### config.mk
export PLATFORM = sky130hd
export DESIGN_NAME = scpc_chain_flat
export DESIGN_NICKNAME = d
export VERILOG_FILES = /design/src/hdl/scpc_pkg.sv /design/src/hdl/scpc_if.sv /design/src/hdl/scpc_chain.sv /design/src/flat_wrapper.sv
export SDC_FILE = /design/constraint.sdc
export NUM_CORES = 1
export LEC_CHECK = 0
export ABC_AREA = 1
export ABC_CLOCK_PERIOD_IN_PS = 1250
export BUFFER_PORTS_ARGS = -buffer_cell sky130_fd_sc_hd__clkbuf_2
export CAP_MARGIN = 0
export CELL_PAD_IN_SITES_DETAIL_PLACEMENT = 0
export CELL_PAD_IN_SITES_GLOBAL_PLACEMENT = 1
export CORE_UTILIZATION = 35
export DETAILED_ROUTE_END_ITERATION = 7
export HOLD_SLACK_MARGIN = 0.06
export MAX_ROUTING_LAYER = met4
export PLACE_DENSITY = 0.84
export SLEW_MARGIN = 40
export SYNTH_ARGS = -nofsm -noshare
export SYNTH_HDL_FRONTEND = slang
export SYNTH_SLANG_ARGS = --single-unit
### constraint.sdc
create_clock -name clk_i -period 1.25 [get_ports clk_i]
set_input_delay 0.25 -clock clk_i [delete_from_list [all_inputs] [get_ports clk_i]]
set_output_delay 0.25 -clock clk_i [all_outputs]
set_load 0.05 [all_outputs]
### src/hdl/scpc_pkg.sv
package scpc_pkg;
    // Cycle time pulses are numbered within one storage cycle period.
    localparam int CYCLE_TIMES = 12;
    localparam logic [3:0] TIME_DEMAND = 4'h3;
    localparam logic [3:0] TIME_GRANT = 4'h9;
    localparam logic [3:0] TIME_CAPTURE = 4'hA;
    localparam logic [3:0] TIME_LAST = 4'hB;
    localparam int MAX_CHANNELS = 8;
    localparam int CHAN_ID_W = 3;

    typedef enum logic [1:0] {
        SCPC_IDLE,
        SCPC_DEMAND,
        SCPC_CYCLE
    } scpc_state_e;
endpackage

### src/hdl/scpc_if.sv
`timescale 1ns/100ps
// Shared storage-cycle lines between the computer and a chain of channels.
// The chain is carried as vectors indexed by position; position 0 is the
// least remote, the highest index is the most remote and is served first.
interface scpc_if #(
    parameter int N_CHAN = 8
);
    logic [3:0] cycle_time;
    logic [N_CHAN-1:0] demand;
    logic [N_CHAN-1:0] hold_out;
    logic grant;
    logic [N_CHAN-1:0] capture;

    modport channel (
        input cycle_time,
        input grant,
        output hold_out,
        output demand,
        output capture
    );
    modport computer (
        output cycle_time,
        output grant,
        input demand,
        input hold_out,
        input capture
    );
endinterface // scpc_if

### src/hdl/scpc_chain.sv
`timescale 1ns/100ps
module scpc_chain
    import scpc_pkg::*;
#(
    parameter int N_CHAN = MAX_CHANNELS
) (
    input wire logic clk_i,
    input wire logic rst_i,
    input wire logic [N_CHAN-1:0] cmd_need_i,
    input wire logic [N_CHAN-1:0] data_need_i,
    input wire logic [N_CHAN-1:0] keep_priority_i,
    output logic [N_CHAN-1:0] command_word_cycle_o,
    output logic [N_CHAN-1:0] data_word_cycle_o,
    output logic [N_CHAN-1:0] busy_o,
    scpc_if.channel bus
);
    // Every per-channel record sits in one packed state, so the whole chain
    // advances in a single registered step.
    typedef struct packed {
        logic [N_CHAN-1:0] pend_cmd;
        logic [N_CHAN-1:0] pend_data;
        logic [N_CHAN-1:0] demand;
        logic [N_CHAN-1:0] extra_cmd;
        logic [N_CHAN-1:0] command_cycle_flag;
        logic [N_CHAN-1:0] data_cycle_flag;
        logic [N_CHAN-1:0] won;
    } scpc_chan_s;

    scpc_chan_s st_reg;
    scpc_chan_s st_next;

    // Cycle time decodes, common to every position.
    logic at_demand;
    logic at_grant;
    logic at_capture;
    logic at_last;

    // Chain lines as seen by each position.
    logic [N_CHAN-1:0] hold_out;
    logic [N_CHAN-1:0] hold_in;

    // Per-position decisions for this clock.
    logic [N_CHAN-1:0] wants;
    logic [N_CHAN-1:0] raise;
    logic [N_CHAN-1:0] accept;
    logic [N_CHAN-1:0] take_data;
    logic [N_CHAN-1:0] take_cmd;

    // What each position still owes after this clock.
    logic [N_CHAN-1:0] cmd_left;
    logic [N_CHAN-1:0] data_left;
    logic [N_CHAN-1:0] extra_left;
    logic [N_CHAN-1:0] owed;
    logic [N_CHAN-1:0] release_now;

    assign at_demand = (bus.cycle_time == TIME_DEMAND);
    assign at_grant = (bus.cycle_time == TIME_GRANT);
    assign at_capture = (bus.cycle_time == TIME_CAPTURE);
    assign at_last = (bus.cycle_time == TIME_LAST);

    genvar g;
    generate
        for (g = 0; g < N_CHAN; g++) begin : g_chan
            // Anything latched, the promised extra command cycle included, keeps the channel asking.
            assign wants[g] = st_reg.pend_cmd[g] | st_reg.pend_data[g] | st_reg.extra_cmd[g];

            // The top position has nobody above it, so it never sees a hold.
            if (g == N_CHAN - 1) begin : g_top
                assign hold_in[g] = 1'b0;
            end else begin : g_lower
                assign hold_in[g] = |hold_out[N_CHAN-1:g+1];
            end

            // The bottom position has nobody below it to hold off.
            if (g == 0) begin : g_bottom
                assign hold_out[g] = 1'b0;
            end else begin : g_upper
                assign hold_out[g] = st_reg.demand[g];
            end

            // A new demand goes out only at time 3; one already standing is kept.
            assign raise[g] = at_demand & ~st_reg.demand[g] & wants[g];

            // Only the highest demanding position can take a grant, so no two
            // channels ever own the same storage cycle.
            assign accept[g] = st_reg.demand[g] & ~hold_in[g] & bus.grant;

            // Data takes precedence over command since it is paced by the device.
            assign take_data[g] = at_capture & st_reg.won[g] & st_reg.pend_data[g];
            assign take_cmd[g] = at_capture & st_reg.won[g] & ~st_reg.pend_data[g];

            // A need that arrives in the very cycle of its capture is kept, so a
            // short pulse from the channel is never lost.
            assign data_left[g] = take_data[g] ? data_need_i[g] : (st_reg.pend_data[g] | data_need_i[g]);
            assign cmd_left[g] = take_cmd[g] ? cmd_need_i[g] : (st_reg.pend_cmd[g] | cmd_need_i[g]);
            assign extra_left[g] = take_cmd[g] ? (keep_priority_i[g] & ~st_reg.extra_cmd[g]) :
                st_reg.extra_cmd[g];
            assign owed[g] = cmd_left[g] | data_left[g] | extra_left[g];

            // The demand, and with it the hold on lower channels, stays up while anything is owed.
            assign release_now[g] = at_capture & st_reg.won[g] & ~owed[g];
        end
    endgenerate

    always_comb begin
        st_next = st_reg;
        st_next.pend_cmd = cmd_left;
        st_next.pend_data = data_left;
        st_next.extra_cmd = extra_left;
        // The win lives only through the capture time that follows the grant.
        st_next.won = at_grant ? accept : '0;
        st_next.demand = (st_reg.demand | raise) & ~release_now;
        st_next.command_cycle_flag = st_reg.command_cycle_flag | take_cmd;
        st_next.data_cycle_flag = st_reg.data_cycle_flag | take_data;
        // Each flag marks exactly the next storage cycle, so it ends with the period.
        if (at_last) begin
            st_next.command_cycle_flag = '0;
            st_next.data_cycle_flag = '0;
        end
    end

    always_ff @(posedge clk_i) begin
        if (rst_i) begin
            st_reg <= '0;
        end else begin
            st_reg <= st_next;
        end
    end

    assign bus.demand = st_reg.demand;
    assign bus.hold_out = hold_out;
    assign bus.capture = st_reg.won;
    assign command_word_cycle_o = st_reg.command_cycle_flag;
    assign data_word_cycle_o = st_reg.data_cycle_flag;
    assign busy_o = st_reg.demand;
endmodule // scpc_chain

### src/flat_wrapper.sv
// flat-port wrapper written by rule: the top's interface ports become plain ports
module scpc_chain_flat import scpc_pkg::*;
#(
    parameter int N_CHAN = MAX_CHANNELS
)
  (clk_i, rst_i, cmd_need_i, data_need_i, keep_priority_i, command_word_cycle_o, data_word_cycle_o, busy_o, bus_cycle_time, bus_grant, bus_hold_out, bus_demand, bus_capture);
  scpc_if #(.N_CHAN(N_CHAN)) bus_i ();
  input wire logic clk_i;
  input wire logic rst_i;
  input wire logic [N_CHAN-1:0] cmd_need_i;
  input wire logic [N_CHAN-1:0] data_need_i;
  input wire logic [N_CHAN-1:0] keep_priority_i;
  output logic [N_CHAN-1:0] command_word_cycle_o;
  output logic [N_CHAN-1:0] data_word_cycle_o;
  output logic [N_CHAN-1:0] busy_o;
  input wire logic [$bits(bus_i.cycle_time)-1:0] bus_cycle_time;
  input wire logic [$bits(bus_i.grant)-1:0] bus_grant;
  output wire logic [$bits(bus_i.hold_out)-1:0] bus_hold_out;
  output wire logic [$bits(bus_i.demand)-1:0] bus_demand;
  output wire logic [$bits(bus_i.capture)-1:0] bus_capture;
  assign bus_i.cycle_time = bus_cycle_time;
  assign bus_i.grant = bus_grant;
  assign bus_hold_out = bus_i.hold_out;
  assign bus_demand = bus_i.demand;
  assign bus_capture = bus_i.capture;
  scpc_chain #(.N_CHAN(N_CHAN)) u_core (.clk_i(clk_i), .rst_i(rst_i), .cmd_need_i(cmd_need_i), .data_need_i(data_need_i), .keep_priority_i(keep_priority_i), .command_word_cycle_o(command_word_cycle_o), .data_word_cycle_o(data_word_cycle_o), .busy_o(busy_o), .bus(bus_i));
endmodule
==> qor.csv, run 1 <==
stage,metric,value,unit
worst_hold_path,Min-Delay Path Class,primary input to flop,
timing,final setup vio count,0,
finish,Layout area overhead,22.1,%
detailed_routing,top sig layer,met4,
global_routing,vias in the first global route,2023,
detailed_routing,metal3 WL,170,um
detailed_routing,WL per Instance,11.4,um
synth,Area contributors post-synth,"dfxtp_1 43%, buf_4 14%, nor2_1 7.6%, nand2_1 6.5%, inv_1 6.0%",
global_routing,grt ovf,0,
clocking,clock latency on the worst-skew pair,0.31,ns
die,initial core utilization,0.362,
timing,minimum hold slack,0.175,ns
synth,Post-Synthesis Cells,349,
detailed_routing,Via density,4.53,
placement,post-placement cell count,491,
timing,final worst-path cycle share,0.966,
synth,Yosys reg bits,56,
clocking,CTS Buf Count,5,
placement,port buffer count,77,
clocking,# H-tree levels,2,
finish,Filler cells,771,
setup_path,Worst setup EP type,output pin,
setup_path,Top delay family on crit path,flip-flops,
detailed_routing,via count,2255,
die,Ports,79,
detailed_routing,met2 routed WL,2900,um
clocking,CTS Hold Buffers Added,0,
detailed_routing,drt first pass iters,4,
setup_path,critical path type,flop to output pin,
timing,Final Hold Fails,0,
timing,RSZ-0062 raised after global routing,true,
setup_path,CP Cell Sequence,clkbuf_4,
global_routing,first-pass GRT wire length,9000,um
detailed_routing,wire length on met1,2530,um
clocking,CTS max path bufs,2,
detailed_routing,Detail Route Antenna Nets,0,
die,core area,7210,um2
setup_path,Worst setup SP type,flop,
run,Max-cap violations,0,
setup_path,Buffers & Inverters on Critical Path,1,
setup_path,required time worst endpoint,1.00,ns
global_routing,GRT Overall Usage,0.156,
finish,max reg flops,24,
timing,pins over their slew limit,0,
synth,"area leader, netlist",dfxtp_1,
run_status,status,completed,
global_routing,largest net degree at the start of global routing,21,
detailed_routing,Initial DRC Count,68,
power,leakage,1.48,nW
clocking,CTS root buf,clkbuf_8,
synth,Syn Std Cell Area,2610,um2
die,die area,7810,um2
setup_path,Slowest Stage Delay on Critical Path,0.40,ns
finish,number of diodes,0,
finish,share of cells above drive strength 1,0.326,
synth,Mapped Avg Cell Area,7.49,um2
finish,nets@finish,430,
timing,Worst Skew,0.0114,ns
timing,FMAX,828,MHz
detailed_routing,DRC violations left,0,
setup_path,critical path arrival,0.96,ns
die,chip width,88.4,um
setup_path,worst-path maximum fanout,4,
placement,gpl congestion,0.800,
clocking,CTS Sinks,56,
synth,syn nets,380,
setup_path,Reg2Reg Setup Slack,0.16,ns
die,die height,88.4,um
finish,post-layout util,0.442,
synth,"Distinct cells, synth",22,
global_routing,initial antenna violation count,0,
synth,share of the synthesized area in the top cell type,0.429,
clocking,CTS tree,yes,
detailed_routing,Post-Route WL,5700,um
finish,Finished Layout Cells,498,
setup_path,CP max-delay cell,dfxtp_1,
synth,Synth Warn #,0,
power,Peak VDD IR,0.442,mV
timing,Tmin final,1.21,ns
placement,Final HPWL DP,4330,um
synth,sequential share of the synthesized area,0.429,
clocking,"CTS clk-pin slew, worst paths",0.10,ns
die,std cell rows,31,
power,Pwr Density,1130,nW/um2
-- what timing repair did --
action                     4_1_cts  5_1_grt
setup endpoints to repair       31       23
gates resized for setup         47       20
buffers inserted                 0        0
pin swaps                        0        0
gates cloned                     0        0
-- metal layers --
metal	vias to the layer above	GRT usage
li1	1166	-
met1	1034	0.171
met2	48	0.277
met3	7	0.0308
met4	0	0.0601
met5	-	-
-- cell usage in the layout (no fill, tap or decap) --
| cell type | instances |
|---|---|
| inv_1 | 42 |
| clkbuf_2 | 46 |
| nand4_1 | 9 |
| conb_1 | 1 |
| o21ai_1 | 1 |
| dfxtp_2 | 12 |
| a21oi_1 | 24 |
| buf_4 | 30 |
| o21ai_0 | 16 |
| nor2_2 | 4 |
| nand2_2 | 1 |
| clkbuf_8 | 17 |
| nand3b_1 | 1 |
| nor2_1 | 53 |
| buf_12 | 2 |
| bufinv_16 | 2 |
| dfxtp_1 | 44 |
| a31oi_1 | 8 |
| nand3_2 | 6 |
| nor3_1 | 11 |
| inv_2 | 1 |
| clkbuf_4 | 8 |
| nand3_1 | 14 |
| nor2_4 | 1 |
| nand2_1 | 45 |
-- metrics by stage --
stage | worst slack (ns) | TNS, ns | total power, mW | area [um2]
CTS | -0.0267 | -0.0531 | 3.62 | 3180
floorplan | 0.138 | 0 | 2.14 | 2610
global route | -0.0319 | -0.0910 | 3.73 | 3190
global placement | -0.0712 | -0.463 | 2.25 | 2890
detailed placement | -0.107 | -0.740 | 2.26 | 2890
finish | 0.0430 | 0 | 3.60 | 3190
-- power by group --
group / total [mW] / switching, mW / leakage (nW) / internal [mW]
Clock: 1.37 / 0.581 / 0.0642 / 0.789
Sequential: 1.86 / 0.0369 / 0.463 / 1.83
Combinational: 0.363 / 0.226 / 0.954 / 0.136
Total: 3.60 / 0.844 / 1.48 / 2.75
-- path summary, 6_finish.rpt --
kind,cells after the start,from,to
setup / recovery,1,u_core.bus.demand[2]$_SDFF_PP0_,bus_demand[2]
hold / removal,3,cmd_need_i[2],u_core.st_reg[50]$_SDFF_PP0_
setup reg to reg,4,u_core.bus.demand[6]$_SDFF_PP0_,u_core.bus.capture[1]$_SDFF_PP0_
hold reg to reg,2,u_core.command_word_cycle_o[2]$_SDFF_PP0_,u_core.command_word_cycle_o[2]$_SDFF_PP0_
-- cells by family after synthesis --
group                  synth area share
AOI/OAI and AO/OA                0.0977
buffers and inverters             0.219
DFF                               0.429
other                           0.00144
and+or+nand+nor                   0.252
-- synthesized netlist by cell type --
master / count
nand3_2: 6
nor3_1: 11
dfxtp_1: 56
o21ai_0: 16
o21ai_1: 1
clkbuf_1: 1
conb_1: 1
a31oi_1: 8
buf_6: 2
a21oi_1: 24
nor2_4: 1
nor2_2: 4
nand3_1: 14
inv_1: 42
nand2_2: 1
buf_2: 2
nand4_1: 9
nand2_1: 45
nor2_1: 53
inv_2: 1
buf_4: 50
nand3b_1: 1
-- area by class of cell --
type	instances	area (um2)	share of cell area
Sequential cell	56	1140	0.356
Multi-Input combinational cell	195	918	0.288
Timing Repair Buffer	98	721	0.226
Tap cell	99	124	0.0388
Inverter	43	161	0.0506
Clock inverter	2	60.1	0.0188
Clock buffer	5	68.8	0.0216
Power figures use the tool's default switching activity.
==> run 2: changes to the inputs <==
Settings changed: ABC_CLOCK_PERIOD_IN_PS 1250 to 1050, CORE_UTILIZATION 35 to 33, PLACE_DENSITY 0.84 to 0.83.
Clock period 1.25 ns to 1.05 ns, I/O delays scaled along.
==> run 2 against run 1 <==
Net effect:
- the flow now finishes with violations (setup timing)
- register-to-register slack lost 0.20 ns
- count of clock-buffer cells in the layout grew 2
- worst hold slack lost 0.031 ns
- sequential share of layout area shrank 8.3 points
- clock skew shrank 0.0048 ns
- final cell count grew 7.4%
- via count grew 10%
- critical path depth grew 1
- sequential power grew 18%
- utilization grew 13 points
- critical path type unchanged
- largest cell class is now non-clock buffers
- largest power group unchanged
==> qor.csv, run 2 (synthesized netlist as in run 1, its figures left out) <==
stage,metric,value,unit,change
die,initial core utilization,0.340,,-0.0223
finish,share of cells above drive strength 1,0.513,,+0.187
worst_hold_path,Min-Delay Path Class,primary input to flop,,
global_routing,initial antenna violation count,0,,unchanged
setup_path,worst-path maximum fanout,3,,-1
clocking,CTS tree,yes,,
placement,gpl congestion,0.757,,-5.4%
power,internal cell power,3.01,mW,+9.5%
clocking,# H-tree levels,2,,unchanged
global_routing,largest net degree at the start of global routing,17,,-19%
timing,Tmin final,1.16,ns,
timing,total negative slack,-1.42,ns,-1.42 ns
detailed_routing,drt first pass iters,6,,+2
timing,final worst-path cycle share,1.10,,
setup_path,required time worst endpoint,0.84,ns,-0.16 ns
run,Max-cap violations,0,,unchanged
clocking,clock latency on the worst-skew pair,0.30,ns,about the same
setup_path,RR Endpoint,u_core.bus.capture[0]$_SDFF_PP0_,,
detailed_routing,Post-Route WL,6910,um,+21%
placement,Final HPWL DP,4510,um,+4.3%
detailed_routing,WL per Instance,12.9,um,+13%
setup_path,CP Cell Sequence,buf_6 > clkbuf_16,,
finish,Filler cells,688,,-11%
timing,Worst Skew,0.00657,ns,-0.00481 ns
finish,"commonest non-fill, non-tap cell in the layout",nor2_1,,
die,Ports,79,,unchanged
global_routing,vias in the first global route,2294,,+13%
placement,setup slack at placement,-0.331,ns,-0.224 ns
timing,FMAX,865,MHz,
die,core area,7690,um2,+6.6%
finish,max reg flops,24,,unchanged
timing,final setup vio count,28,,+28
detailed_routing,Detail Route Antenna Nets,0,,unchanged
setup_path,critical path arrival,0.95,ns,about the same
power,leakage,1.93,nW,+30%
finish,Layout area overhead,67.7,%,
detailed_routing,via count,2481,,+10%
die,std cell rows,32,,+3.2%
finish,nets@finish,464,,+7.9%
setup_path,Reg2Reg Setup Slack,-0.04,ns,-0.20 ns
detailed_routing,Initial DRC Count,60,,-12%
power,Psw,1.04,mW,+23%
global_routing,grt ovf,0,,unchanged
setup_path,Slowest Stage Delay on Critical Path,0.36,ns,-0.04 ns
timing,final worst slack,-0.105,ns,-0.148 ns
finish,number of diodes,0,,unchanged
clocking,CTS Buf Count,5,,unchanged
setup_path,Worst Setup SP,u_core.bus.demand[5]$_SDFF_PP0_,,
placement,port buffer count,77,,unchanged
run_status,status,finished with violations,,
timing,Final Hold Fails,0,,unchanged
power,Comb power frac,0.149,,+0.048
clocking,CTS max path bufs,2,,unchanged
finish,most frequent cells in the layout,"46 x nor2_1, 44 x buf_4, 38 x inv_1",,
setup_path,critical path type,flop to output pin,,
power,Pwr Density,926,nW/um2,-18%
setup_path,FF-to-FF Start,u_core.bus.demand[4]$_SDFF_PP0_,,
run_status,failing checks,setup timing,,
global_routing,first-pass GRT wire length,10500,um,+17%
setup_path,CP max-delay cell,dfxtp_2,,
finish,final instance area,4380,um2,+37%
detailed_routing,DRC violations left,0,,unchanged
timing,pins over their slew limit,0,,unchanged
power,Clock Power Share,0.308,,-0.073
placement,Placement Cell Area,3020,um2,+4.3%
die,die height,91.0,um,+2.9%
setup_path,Worst Setup EP,bus_hold_out[5],,
die,die area,8280,um2,+5.9%
placement,post-placement cell count,506,,+3.1%
setup_path,R2R depth,5,,+1
finish,Finished Layout Cells,535,,+7.4%
clocking,CTS Hold Buffers Added,0,,unchanged
power,Switching Fraction,0.257,,+0.0220
global_routing,GRT Overall Usage,0.163,,+0.00735
setup_path,Worst setup EP type,output pin,,
setup_path,Worst setup SP type,flop,,
clocking,CTS root buf,clkbuf_8,,
detailed_routing,Via density,4.64,,+2.4%
power,Seq pwr share,0.543,,+0.025
power,Peak VDD IR,0.561,mV,+27%
clocking,"CTS clk-pin slew, worst paths",0.09,ns,about the same
clocking,CTS Sinks,56,,unchanged
die,chip width,91.0,um,+2.9%
timing,RSZ-0062 raised after global routing,true,,
-- run 2: changes by cell type in the layout (fill, tap and decap cells not counted), moves of 9 or more --
cell       previous run  this run
buf_4                30        44
buf_8                 0        15
clkbuf_16             0        33
clkbuf_2             46        29
clkbuf_8             17         7
dfxtp_1              44        23
dfxtp_4               0        14
nand2_1              45        30
nand2_2               1        10
-- run 2: critical path: cells and delay by family (launching register included) --
kind	cells	cell delay (ns)
flip-flops	1	0.36
buffers and inverters	2	0.29
-- run 2: power by group through the flow --
stage                     logic [mW]  clock network (mW)  registers (mW)
after detailed placement       0.454                   0            2.27
after floorplan                0.301                   0            2.26
final                          0.604                1.25            2.20
after global placement         0.450                   0            2.27
after global routing           0.648                1.40            2.21
after CTS                      0.557                1.31            2.19
-- run 2: routing by layer --
layer  track usage  vias to the layer above  routed length [um]
met3        0.0343                        6                 268
li1              -                     1233                   -
met5             -                        -                   0
met2         0.275                       68                3570
met1         0.201                     1174                3020
met4        0.0357                        0                  51
-- run 2: worst min path at each step --
stage,start,to,depth (start not counted)
after CTS,cmd_need_i[1],u_core.st_reg[49]$_SDFF_PP0_,3
after detailed placement,u_core.command_word_cycle_o[5]$_SDFF_PP0_,u_core.command_word_cycle_o[5]$_SDFF_PP0_,2
after global routing,data_need_i[6],u_core.st_reg[46]$_SDFF_PP0_,3
after global placement,u_core.command_word_cycle_o[5]$_SDFF_PP0_,u_core.command_word_cycle_o[5]$_SDFF_PP0_,2
after floorplan,data_need_i[4],u_core.st_reg[44]$_SDFF_PP0_,2
final,cmd_need_i[1],u_core.st_reg[49]$_SDFF_PP0_,3
-- run 2: layout make-up --
type                       instances  area, um2  share of cell area
tap                              102        128              0.0291
multi-input combinational        195       1110               0.252
timing repair buffer             132       1680               0.383
sequential                        56       1200               0.273
inverter                          43        176              0.0403
clock buffer                       7       96.3              0.0220
-- run 2: what timing repair did --
action | 4_1_cts | 5_1_grt
gates cloned | 0 | 1
setup endpoints to repair | 48 | 64
setup buffers | 12 | 9
gates resized for setup | 178 | 69
pin swaps | 1 | 25
-- run 2: metrics by stage --
step                      total power, mW   util  hold slack (ns)
after floorplan                      2.56      -            0.325
after global routing                 4.25  0.570            0.148
after detailed placement             2.72  0.392            0.443
final                                4.05  0.570            0.144
after CTS                            4.06  0.531            0.137
after global placement               2.72  0.392            0.439
==> run 3: changes to the inputs <==
Settings changed: CELL_PAD_IN_SITES_DETAIL_PLACEMENT 0 to unset, CELL_PAD_IN_SITES_GLOBAL_PLACEMENT 1 to unset, CORE_UTILIZATION 33 to 35, PLACE_DENSITY 0.83 to 0.67.
==> run 3 against run 2 <==
Net effect:
- the flow still finishes with violations (setup timing)
- via count is 0.89% lower
- first-iteration DRC count is 40% higher
- cell area is 0.89% lower
- total power is 2.9% higher
- critical path type unchanged
- die area is 5.6% lower
- routed wire length is 2.1% lower
- largest power group unchanged
- utilization is 3.2 points higher
- global-route usage is 1.7 points higher
- clock power is 10% higher
- fmax is 0.16% higher
- flip-flop and latch count stayed put
==> qor.csv, run 3 (synthesized netlist as in run 1, its figures left out) <==
stage,metric,value,unit,change
setup_path,Slowest Stage Delay on Critical Path,0.36,ns,about the same
clocking,CTS Sinks,56,,unchanged
clocking,"CTS clk-pin slew, worst paths",0.10,ns,about the same
timing,total negative slack,-1.36,ns,+0.0628 ns
power,Tot Pwr,4.17,mW,+2.9%
finish,number of diodes,0,,unchanged
setup_path,Buffers & Inverters on Critical Path,2,,unchanged
power,Peak VDD IR,0.499,mV,-11%
detailed_routing,DRC violations left,0,,unchanged
finish,nets@finish,463,,-0.22%
timing,Tmin final,1.15,ns,-0.00189 ns
finish,most frequent cells in the layout,"47 x nor2_1, 43 x buf_4, 38 x inv_1",,
global_routing,busiest metal layer after global routing,met2,,
clocking,CTS tree,yes,,
global_routing,grt ovf,0,,unchanged
detailed_routing,via count,2459,,-0.89%
finish,max reg flops,24,,unchanged
global_routing,largest net degree at the start of global routing,17,,unchanged
global_routing,GRT Overall Usage,0.180,,+0.0169
detailed_routing,Via density,4.62,,-0.33%
timing,pins over their slew limit,0,,unchanged
finish,Layout area overhead,66.2,%,
setup_path,critical path arrival,0.94,ns,about the same
clocking,clock latency on the worst-skew pair,0.30,ns,about the same
run_status,status,finished with violations,,
worst_hold_path,hold-critical path depth,3,,unchanged
die,std cell rows,31,,-3.1%
placement,gpl congestion,0.798,,+5.3%
global_routing,met3 usage,0.0308,,-0.00355
die,Ports,79,,unchanged
setup_path,RR Endpoint,u_core.bus.capture[0]$_SDFF_PP0_,,
setup_path,CP max-delay cell,dfxtp_2,,
setup_path,FF-to-FF Start,u_core.bus.demand[5]$_SDFF_PP0_,,
clocking,CTS root buf,clkbuf_8,,
power,Pwr Density,961,nW/um2,+3.9%
setup_path,required time worst endpoint,0.84,ns,about the same
clocking,CTS Buf Count,5,,unchanged
run_status,failing checks,setup timing,,
setup_path,Worst setup SP type,flop,,
finish,"commonest non-fill, non-tap cell in the layout",nor2_1,,
setup_path,Reg2Reg Setup Slack,-0.07,ns,-0.03 ns
placement,Final HPWL DP,4420,um,-2.0%
timing,minimum hold slack,0.146,ns,+0.00227 ns
worst_hold_path,Min-Delay Startpoint,cmd_need_i[7],,
setup_path,Top delay family on crit path,flip-flops,,
timing,Worst Skew,0.00633,ns,-0.000237 ns
finish,share of cells above drive strength 1,0.490,,-0.0231
die,die area,7810,um2,-5.6%
die,die height,88.4,um,-2.8%
setup_path,worst-path maximum fanout,3,,unchanged
run,Max-cap violations,0,,unchanged
setup_path,R2R depth,5,,unchanged
setup_path,critical path type,flop to output pin,,
timing,final worst slack,-0.104,ns,+0.00189 ns
die,initial core utilization,0.362,,+0.0223
detailed_routing,Post-Route WL,6770,um,-2.1%
worst_hold_path,hold endpoint,u_core.st_reg[55]$_SDFF_PP0_,,
global_routing,GR Util met2,0.306,,+0.0310
detailed_routing,Initial DRC Count,84,,+40%
setup_path,CP Cell Sequence,buf_6 > clkbuf_16,,
die,core area,7210,um2,-6.2%
timing,final worst-path cycle share,1.10,,-0.00180
timing,RSZ-0062 raised after global routing,true,,
die,chip width,88.4,um,-2.8%
detailed_routing,drt first pass iters,4,,-2
detailed_routing,WL per Instance,12.7,um,-1.5%
clocking,CTS max path bufs,2,,unchanged
setup_path,Worst setup EP type,output pin,,
timing,FMAX,867,MHz,+0.16%
global_routing,M1 GR Usage,0.222,,+0.0212
global_routing,first-pass GRT wire length,10600,um,+1.2%
power,leakage,1.91,nW,-0.94%
detailed_routing,Detail Route Antenna Nets,0,,unchanged
global_routing,vias in the first global route,2401,,+4.7%
worst_hold_path,Min-Delay Path Class,primary input to flop,,
global_routing,initial antenna violation count,0,,unchanged
timing,Final Hold Fails,0,,unchanged
placement,port buffer count,77,,unchanged
finish,post-layout util,0.602,,+0.0320
clocking,# H-tree levels,2,,unchanged
timing,final setup vio count,31,,+11%
## run 3: repair_timing
action | in CTS | in global routing
hold endpoints to repair | 0 | 0
gates resized for setup | 176 | 60
endpoints found under the setup margin | 47 | 59
pin swaps | 0 | 27
cloned | 0 | 1
buffers inserted | 15 | 7
hold buffers | 0 | 0
## run 3: power by group
| group | internal (mW) | switching [mW] |
|---|---|---|
| logic | 0.281 | 0.317 |
| registers | 2.14 | 0.0555 |
| clock network | 0.709 | 0.669 |
## run 3: worst reg2reg max path, delay by kind of cell, from the launching register on
kind	cells	cell delay, ns
flip-flops	1	0.34
AND/OR/NAND/NOR	4	0.57
buffers and inverters	1	0.14
## run 3: per-stage QoR
step	setup slack (ns)	cell area [um2]	instances
finish	-0.104	4340	532
global route	-0.132	4340	532
CTS	-0.107	4080	524
detailed placement	-0.305	3000	501
global placement	-0.278	3000	501
floorplan	-0.0114	2640	349
## run 3: area by class of cell
| class | count | area, um2 |
|---|---|---|
| Inverter | 43 | 176 |
| Clock buffer | 6 | 72.6 |
| Fill cell | 646 | 2870 |
| Sequential cell | 56 | 1200 |
| Multi-Input combinational cell | 195 | 1060 |
| Timing Repair Buffer | 131 | 1670 |
| Tap cell | 99 | 124 |
| Clock inverter | 2 | 35.0 |
## run 3: worst max path at each step
stage,startpoint,end,cells past startpoint
floorplan,bus_cycle_time[0],u_core.bus.demand[4]$_SDFF_PP0_,9
global placement,bus_cycle_time[0],u_core.bus.demand[7]$_SDFF_PP0_,8
detailed placement,bus_cycle_time[0],u_core.bus.demand[7]$_SDFF_PP0_,10
CTS,u_core.bus.demand[5]$_SDFF_PP0_,bus_hold_out[5],2
global route,u_core.bus.demand[5]$_SDFF_PP0_,bus_hold_out[5],2
finish,u_core.bus.demand[5]$_SDFF_PP0_,bus_hold_out[5],2
## run 3: per-layer routing
metal	share of wire	vias to the layer above
li1	-	1238
met1	0.44	1151
met2	0.52	66
met3	0.035	4
met4	0.0053	0
met5	0	-
